File: src/design/rtc_defines.svh
// constants for the low-frequency periodic real-time timer
// Overview of operation
// [RQ1] Periodic interrupts come from the low-frequency clock, every 1/16 s up to every 2 s.
// [RQ2] The timer counts in every mode with the oscillator running, but never in STOP mode.
// [RQ3] A pending periodic interrupt wakes the device from any standby mode except STOP.
// [RQ4] A three-bit select field in the control register picks one of six periods.
// [RQ5] A run bit in the control register starts the counter when set and halts it when clear.
// [RQ6] Select codes 1x0 give a 2 s period and codes 1x1 give a 1 s period.
// [RQ7] Leaving STOP mode without a reset returns the oscillator register to its reset value.
// [RQ8] Software reprograms the oscillator register after every STOP exit before using the timer.
// [RQ9] The oscillator enable bit stops the oscillator at 0, runs it at 1, and resets to 0.
// [RQ10] The oscillator type bit picks crystal at 0 and on-chip RC at 1, and resets to 0.
// [RQ11] Software waits for the oscillator to settle before it starts the counter.
// [RQ12] Start by writing 01h to the oscillator register, waiting, then 03h to the control one.
// [RQ13] Writing 03h to the control register runs the counter with a 2^13-cycle period.
// [RQ14] The counter is a free binary divider and fires once each time the chosen tap wraps.
// [RQ15] Clearing the run bit holds the divider at zero so a restart begins a full period.
`ifndef RTC_DEFINES_SVH
`define RTC_DEFINES_SVH

// register offsets on the plain register port
`define RTC_CONTROL_OFFSET    12'h118
`define RTC_OSC_FUNC_OFFSET   12'h119
`define RTC_STATUS_OFFSET     12'h11A
`define RTC_MASK_OFFSET       12'h11B

// reset values
`define RTC_CONTROL_RESET     8'h00
`define RTC_OSC_FUNC_RESET    8'h00
`define RTC_MASK_RESET        8'h00

// divider tap widths (period is 2**tap low-frequency cycles)
`define RTC_TAP_SEL_000       5'h0E
`define RTC_TAP_SEL_001       5'h0D
`define RTC_TAP_SEL_010       5'h0C
`define RTC_TAP_SEL_011       5'h0B
`define RTC_TAP_SEL_1X0       5'h10
`define RTC_TAP_SEL_1X1       5'h0F

// smallest divider that holds the longest tap
`define RTC_MIN_DIV_WIDTH     16

`endif

File: src/design/rtc_pkg.sv
// types shared by the periodic real-time timer files
package rtc_pkg;

  typedef logic [11:0] addr_t;
  typedef logic [7:0]  data_t;
  typedef logic [2:0]  period_sel_t;

  // control register layout
  typedef struct packed {
    logic [3:0]  unused;
    period_sel_t period_select_field;
    logic        counter_run_bit;
  } rtc_control_s;

  // oscillator function register layout
  typedef struct packed {
    logic [5:0] unused;
    logic       osc_type_select;
    logic       low_osc_enable;
  } rtc_osc_func_s;

endpackage : rtc_pkg

File: src/design/periodic_rtc_timer.sv
// periodic real-time timer: registers, low-frequency tick, interrupt and wake
`timescale 1ns/10ps
`include "rtc_defines.svh"
module periodic_rtc_timer #(
  parameter int DIV_WIDTH = 16
) (
  input  wire logic           clock,             // 10 MHz system clock
  input  wire logic           rst,               // synchronous reset, active high
  input  wire rtc_pkg::addr_t addr,              // register address
  input  wire rtc_pkg::data_t wdata,             // write data
  input  wire logic           wr_en,             // write strobe, one cycle
  input  wire logic           rd_en,             // read strobe, one cycle
  output rtc_pkg::data_t      rdata,             // read data, cycle after rd_en
  input  wire logic           low_freq_clock,    // 32.768 kHz oscillator output pin
  input  wire logic           stop_mode,         // device is in STOP mode
  input  wire logic           standby_mode,      // device is in a non-STOP standby mode
  output logic                periodic_tick_irq, // level interrupt, unmasked status set
  output logic                wake_request,      // return-to-normal request to standby logic
  output logic                low_osc_enable,    // oscillator run enable
  output logic                osc_type_select    // 0 crystal, 1 on-chip RC
);
  import rtc_pkg::*;

  logic          lf_sync;
  logic          lf_prev;
  logic          tick;
  logic          period_event;
  logic          stop_prev;
  logic          stop_exit;
  logic          status_read;
  rtc_control_s  ctrl;
  rtc_control_s  next_ctrl;
  rtc_osc_func_s osc;
  rtc_osc_func_s next_osc;
  logic          status;
  logic          next_status;
  logic          mask;
  logic          next_mask;
  data_t         next_rdata;
  logic          next_irq;
  logic          next_wake;
  logic          next_osc_enable;
  logic          next_osc_type;

  // the oscillator pin is asynchronous to the system clock
  sync2 u_lf_sync (
    .clock (clock),
    .rst   (rst),
    .d     (low_freq_clock),
    .q     (lf_sync)
  );

  // [RQ2] [RQ9] count only rising edges of a running oscillator outside STOP
  assign tick = lf_sync && !lf_prev && osc.low_osc_enable && !stop_mode;

  assign stop_exit   = stop_prev && !stop_mode;
  assign status_read = rd_en && (addr == `RTC_STATUS_OFFSET);

  // [RQ1] [RQ5] divider steered by the control register
  rtc_period_divider #(
    .WIDTH (DIV_WIDTH)
  ) u_divider (
    .clock        (clock),
    .rst          (rst),
    .tick         (tick),
    .run          (ctrl.counter_run_bit),
    .sel          (ctrl.period_select_field),
    .period_event (period_event)
  );

  // register writes; the STOP-exit reload beats a same-cycle write
  always_comb begin
    next_ctrl = ctrl;
    next_osc  = osc;
    next_mask = mask;
    if (wr_en) begin
      if (addr == `RTC_CONTROL_OFFSET) begin
        // [RQ4] [RQ5] [RQ13] control write
        next_ctrl = wdata;
      end else if (addr == `RTC_OSC_FUNC_OFFSET) begin
        next_osc = wdata;
      end else if (addr == `RTC_MASK_OFFSET) begin
        next_mask = wdata[0];
      end
    end
    // [RQ7] oscillator register reinitialised on STOP exit
    if (stop_exit) begin
      next_osc = `RTC_OSC_FUNC_RESET;
    end
  end

  // read mux; unmapped addresses read zero
  always_comb begin
    next_rdata = 8'h00;
    if (rd_en) begin
      if (addr == `RTC_CONTROL_OFFSET) begin
        next_rdata = ctrl;
      end else if (addr == `RTC_OSC_FUNC_OFFSET) begin
        next_rdata = osc;
      end else if (addr == `RTC_STATUS_OFFSET) begin
        next_rdata = {7'h00, status};
      end else if (addr == `RTC_MASK_OFFSET) begin
        next_rdata = {7'h00, mask};
      end
    end
  end

  // sticky status: a new event in the reading cycle survives the clear
  always_comb begin
    next_status     = (status && !status_read) || period_event;
    // irq built from next values so it tracks status without lag
    next_irq        = next_status && next_mask;
    // [RQ3] wake only from standby, never from STOP
    next_wake       = next_irq && standby_mode && !stop_mode;
    next_osc_enable = next_osc.low_osc_enable;
    next_osc_type   = next_osc.osc_type_select;
  end

  always_ff @(posedge clock) begin
    if (rst) begin
      // [RQ9] [RQ10] oscillator off, crystal type after reset
      ctrl              <= `RTC_CONTROL_RESET;
      osc               <= `RTC_OSC_FUNC_RESET;
      mask              <= 1'h0;
      status            <= 1'h0;
      rdata             <= 8'h00;
      periodic_tick_irq <= 1'h0;
      wake_request      <= 1'h0;
      low_osc_enable    <= 1'h0;
      osc_type_select   <= 1'h0;
      lf_prev           <= 1'h0;
      stop_prev         <= 1'h0;
    end else begin
      ctrl              <= next_ctrl;
      osc               <= next_osc;
      mask              <= next_mask;
      status            <= next_status;
      rdata             <= next_rdata;
      periodic_tick_irq <= next_irq;
      wake_request      <= next_wake;
      low_osc_enable    <= next_osc_enable;
      osc_type_select   <= next_osc_type;
      lf_prev           <= lf_sync;
      stop_prev         <= stop_mode;
    end
  end
endmodule : periodic_rtc_timer

File: src/design/sync2.sv
// two-flop synchroniser for a level from outside the clock domain
`timescale 1ns/10ps
module sync2 (
  input  wire logic clock, // system clock
  input  wire logic rst,   // synchronous reset, active high
  input  wire logic d,     // asynchronous level
  output logic      q      // synchronised level
);

  logic meta;
  logic next_meta;
  logic next_q;

  // first flop feeds only the second
  always_comb begin
    next_meta = d;
    next_q    = meta;
  end

  always_ff @(posedge clock) begin
    if (rst) begin
      meta <= 1'h0;
      q    <= 1'h0;
    end else begin
      meta <= next_meta;
      q    <= next_q;
    end
  end

endmodule : sync2

File: src/design/rtc_period_divider.sv
// binary divider of the low-frequency tick with a selectable period tap
`timescale 1ns/10ps
`include "rtc_defines.svh"
module rtc_period_divider #(
  parameter int WIDTH = 16
) (
  input  wire logic                 clock,        // system clock
  input  wire logic                 rst,          // synchronous reset, active high
  input  wire logic                 tick,         // one low-frequency cycle, one-cycle pulse
  input  wire logic                 run,          // counter run level
  input  wire rtc_pkg::period_sel_t sel,          // period select code
  output logic                      period_event  // selected tap wrapped, one-cycle pulse
);
  import rtc_pkg::*;

  generate
    if (WIDTH < `RTC_MIN_DIV_WIDTH) begin : g_width_check
      $error("divider too narrow for the 2 s tap");
    end
  endgenerate

  logic [WIDTH-1:0] count;
  logic [WIDTH-1:0] next_count;
  logic [WIDTH-1:0] tap_mask;
  logic [4:0]       tap;

  // [RQ4] [RQ6] code to tap width
  always_comb begin
    tap = `RTC_TAP_SEL_000;
    case (sel)
      3'h0:    tap = `RTC_TAP_SEL_000;
      3'h1:    tap = `RTC_TAP_SEL_001;
      3'h2:    tap = `RTC_TAP_SEL_010;
      3'h3:    tap = `RTC_TAP_SEL_011;
      3'h4,
      3'h6:    tap = `RTC_TAP_SEL_1X0;
      default: tap = `RTC_TAP_SEL_1X1;
    endcase
    tap_mask = ~({WIDTH{1'h1}} << tap);
  end

  // [RQ14] fire when every bit below the tap is one
  assign period_event = tick && run && ((count & tap_mask) == tap_mask);

  // [RQ15] held at zero while stopped
  always_comb begin
    next_count = count;
    if (!run) begin
      next_count = '0;
    end else if (tick) begin
      next_count = count + 1'h1;
    end
  end

  always_ff @(posedge clock) begin
    if (rst) begin
      count <= '0;
    end else begin
      count <= next_count;
    end
  end
endmodule : rtc_period_divider

File: config.mk
export PLATFORM = sky130hd
export DESIGN_NAME = periodic_rtc_timer
export DESIGN_NICKNAME = d
export VERILOG_FILES = /design/src/design/rtc_pkg.sv /design/src/design/periodic_rtc_timer.sv /design/src/design/sync2.sv /design/src/design/rtc_period_divider.sv
export VERILOG_INCLUDE_DIRS = /design/src /design/src/design
export SDC_FILE = /design/constraint.sdc
export NUM_CORES = 1
export LEC_CHECK = 0
export BUFFER_PORTS_ARGS = -buffer_cell sky130_fd_sc_hd__buf_2
export CAP_MARGIN = 20
export CORE_MARGIN = 5
export CORE_UTILIZATION = 50
export DETAILED_ROUTE_END_ITERATION = 8
export PLACE_DENSITY = 0.73
export SETUP_SLACK_MARGIN = 0.02
export SLEW_MARGIN = 30
export SYNTH_ARGS = -nofsm -noshare
export SYNTH_HDL_FRONTEND = slang
export SYNTH_SLANG_ARGS = --single-unit
File: constraint.sdc
create_clock -name clock -period 4.54 [get_ports clock]
set_input_delay 0.454 -clock clock [delete_from_list [all_inputs] [get_ports clock]]
set_output_delay 0.454 -clock clock [all_outputs]
set_load 0.005 [all_outputs]
==> flow_metrics.env <==
export IMPL_status="finished clean"
export IMPL_fillers=344
export IMPL_wl_per_cell_um=13.0
export IMPL_cts_resized_gates=0
export IMPL_initial_core_util=0.513
export IMPL_grt_usage=0.153
export IMPL_dp_slack_ns=2.14
export IMPL_synth_top_area_share=0.471
export IMPL_fmax_mhz=472
export IMPL_syn_inst=206
export IMPL_antenna_left=0
export IMPL_cp_arrival_ns=2.30
export IMPL_grt_setup_unrepaired="false"
export IMPL_die_width_um=73.8
export IMPL_netSwitchingPower_mw=0.160
export IMPL_cp_end_kind="flip-flop"
export IMPL_finalCritPeriodShare=0.466
export IMPL_clkPwrFrac=0.375
export IMPL_worstSetupStartpointType="flip-flop"
export IMPL_drive_above_1_share=0.254
export IMPL_p_int_mw=0.559
export IMPL_relSlewSlack=0.475
export IMPL_clk_pin_slew_ns=0.09
export IMPL_yosys_top_cells_count="48 x dfxtp_1, 26 x nor2_1, 25 x mux2i_1"
export IMPL_synth_top_area_cell="dfxtp_1"
export IMPL_ys_flop_type="dfxtp_1"
export IMPL_pwr_share_seq=0.587
export IMPL_insertion_delay_ns=0.30
export IMPL_tritoncts="yes"
export IMPL_synth_distinct_cells=42
export IMPL_synth_seq_cells=48
export IMPL_skew_ns=0.00973
export IMPL_vias=1560
export IMPL_ctsHoldBuffers=0
export IMPL_power_frac_comb=0.038
export IMPL_p_leak_nw=0.948
export IMPL_clockBufferDepth=2
export IMPL_synth_area_um2=2040
export IMPL_power_density_nw_per_um2=306
export IMPL_numCtsBuffers=5
export IMPL_wirelength_um=3820
export IMPL_io_buffers=38
export IMPL_clkSinkCount=48
export IMPL_grt_max_degree=21
export IMPL_max_cap_viol_count=0
export IMPL_fp_dieH_um=73.8
export IMPL_drv_slew=0
export IMPL_overflow=0
export IMPL_syn2layout_area_growth_pct=15.2
export IMPL_yosys_warnings=0
export IMPL_yosysMostFrequentCell="dfxtp_1"
export IMPL_num_rows=23
export IMPL_antenna_found_initial=0
export IMPL_min_period_ns=2.12
export IMPL_ir_worst_vdd_uv=189
export IMPL_grt_pass1_vias=1457
export IMPL_cts_htree_levels=2
export IMPL_nets=272
export IMPL_io_pins=39
export IMPL_syn_area_per_cell_um2=9.89
export IMPL_swShare=0.223
export IMPL_syn_num_nets=235
export IMPL_hpwl_um=2700
export IMPL_seq_area_frac_synth=0.471
export IMPL_antenna_cells=0
export IMPL_core_area_um2=3970
export IMPL_postCtsSetupRepairBufs=0
export IMPL_dieArea_um2=5450
export IMPL_cts_root_buffer="clkbuf_8"
export IMPL_critical_path_max_fanout=11
export IMPL_synth_edf_count=0
export IMPL_grt_pass1_wl_um=6520
export IMPL_routabilityCongestion=0.752
export IMPL_synth_area_leaders="dfxtp_1 47%, mux2i_1 12%, nor2_1 4.8%"
export IMPL_final_setup_tns_ns=0
export IMPL_hold_path_class="in2reg"
export IMPL_final_cell_count_no_fill=294
export IMPL_cp_required_ns=4.72
export IMPL_first_pass_iters=4
export IMPL_critPathKind="reg2reg"
export IMPL_hold_viol=0
export IMPL_placedCellCount=286
export IMPL_setup_viol=0
export IMPL_vias_per_cell=5.31
export IMPL_synthArstFlopShare=0
export IMPL_drc_errors=0
export IMPL_tightest_slew_ns=0.781
export IMPL_layout_setup_ws_ns=2.42
export IMPL_dr_first_iter_drc_count=72
==> metal layers <==
layer,track usage,vias to the layer above,part of all wire
met4,0.0664,0,0.012
met5,0,-,0
met1,0.212,718,0.51
met2,0.222,34,0.43
met3,0.0369,4,0.053
li1,-,804,-
==> power by group through the flow <==
stage          registers [mW]  clock network, mW  logic (mW)
3_3_place_gp            0.432                  0      0.0272
2_1_floorplan           0.432                  0      0.0128
5_1_grt                 0.423              0.291      0.0302
6_report                0.422              0.270      0.0272
4_1_cts                 0.422              0.275      0.0275
3_5_place_dp            0.432                  0      0.0274
==> layout make-up <==
cell class / count / area (µm²) / area share
multi-input combinational: 144 / 1010 / 0.430
clock inverter: 2 / 15.0 / 0.00639
tap: 50 / 62.6 / 0.0266
clock buffer: 6 / 82.6 / 0.0352
sequential: 48 / 961 / 0.409
timing repair buffer: 39 / 198 / 0.0842
inverter: 5 / 18.8 / 0.00799
==> sequential cells by signal, summed over array words and instances, names as in the netlist <==
name               flops
u_divider.count       16
ctrl                   8
osc                    8
rdata                  8
lf_prev                1
mask                   1
periodic_tick_irq      1
status                 1
stop_prev              1
u_lf_sync.meta         1
u_lf_sync.q            1
wake_request           1
==> critical path, stage by stage (launching register included) <==
cell       delay [ns]
dfxtp_1          0.39
nor4bb_1         0.22
buf_4            0.21
nand4_1          0.34
a211o_1          0.44
a2111oi_0        0.40
==> final timing paths <==
path | cells after the start | slack (ns) | to | start
max | 5 | 2.42 | wake_request$_SDFF_PP0_ | osc[0]$_SDFFE_PP0P_
min | 2 | 0.36 | u_lf_sync.meta$_SDFF_PP0_ | low_freq_clock
max reg2reg | 5 | 2.42 | wake_request$_SDFF_PP0_ | osc[0]$_SDFFE_PP0P_
min reg2reg | 1 | 0.45 | u_lf_sync.q$_SDFF_PP0_ | u_lf_sync.meta$_SDFF_PP0_
==> layout by cell type, fill, tap and decap left out, types with 2 or more instances in the layout <==
cell type   synthesis  layout
clkbuf_8            0       6
ha_1                2       2
a211o_1             2       2
mux2i_1            25      25
o31ai_1             3       3
nand4_1             6       6
nand2_1            12      12
nor2_2              7       7
inv_1               5       5
xor2_1              6       6
o21ai_0             3       3
o211ai_1            3       3
buf_2               2      38
or3_1               2       2
clkinvlp_4          0       2
dfxtp_1            48      48
or4_1               6       6
and2_1              2       2
nor2b_1             6       6
nand2b_1            2       2
nand3_1             5       5
or4b_4              2       2
nor2_1             26      26
a21oi_1             7       7
and3_1              2       2
==> cell families after synthesis <==
| group | count (synthesis) | share of synthesized area |
|---|---|---|
| adder cells (fa/ha/maj) | 2 | 0.0123 |
| AND/OR/NAND/NOR | 88 | 0.252 |
| multiplexers | 26 | 0.134 |
| buffers and inverters | 14 | 0.0325 |
| flip-flops | 48 | 0.471 |
| XOR/XNOR | 7 | 0.0301 |
| AO/OA/AOI/OAI | 21 | 0.0675 |
==> metrics by stage <==
stage | hold WS (ns) | power [mW] | area (µm²) | util
after floorplan | 0.414 | 0.445 | 2040 | -
after global placement | 0.421 | 0.460 | 2250 | 0.567
after detailed placement | 0.430 | 0.460 | 2250 | 0.567
after CTS | 0.350 | 0.725 | 2350 | 0.591
after global routing | 0.359 | 0.744 | 2350 | 0.591
final | 0.361 | 0.719 | 2350 | 0.591
Note: power is estimated with default switching activity, not from simulation.
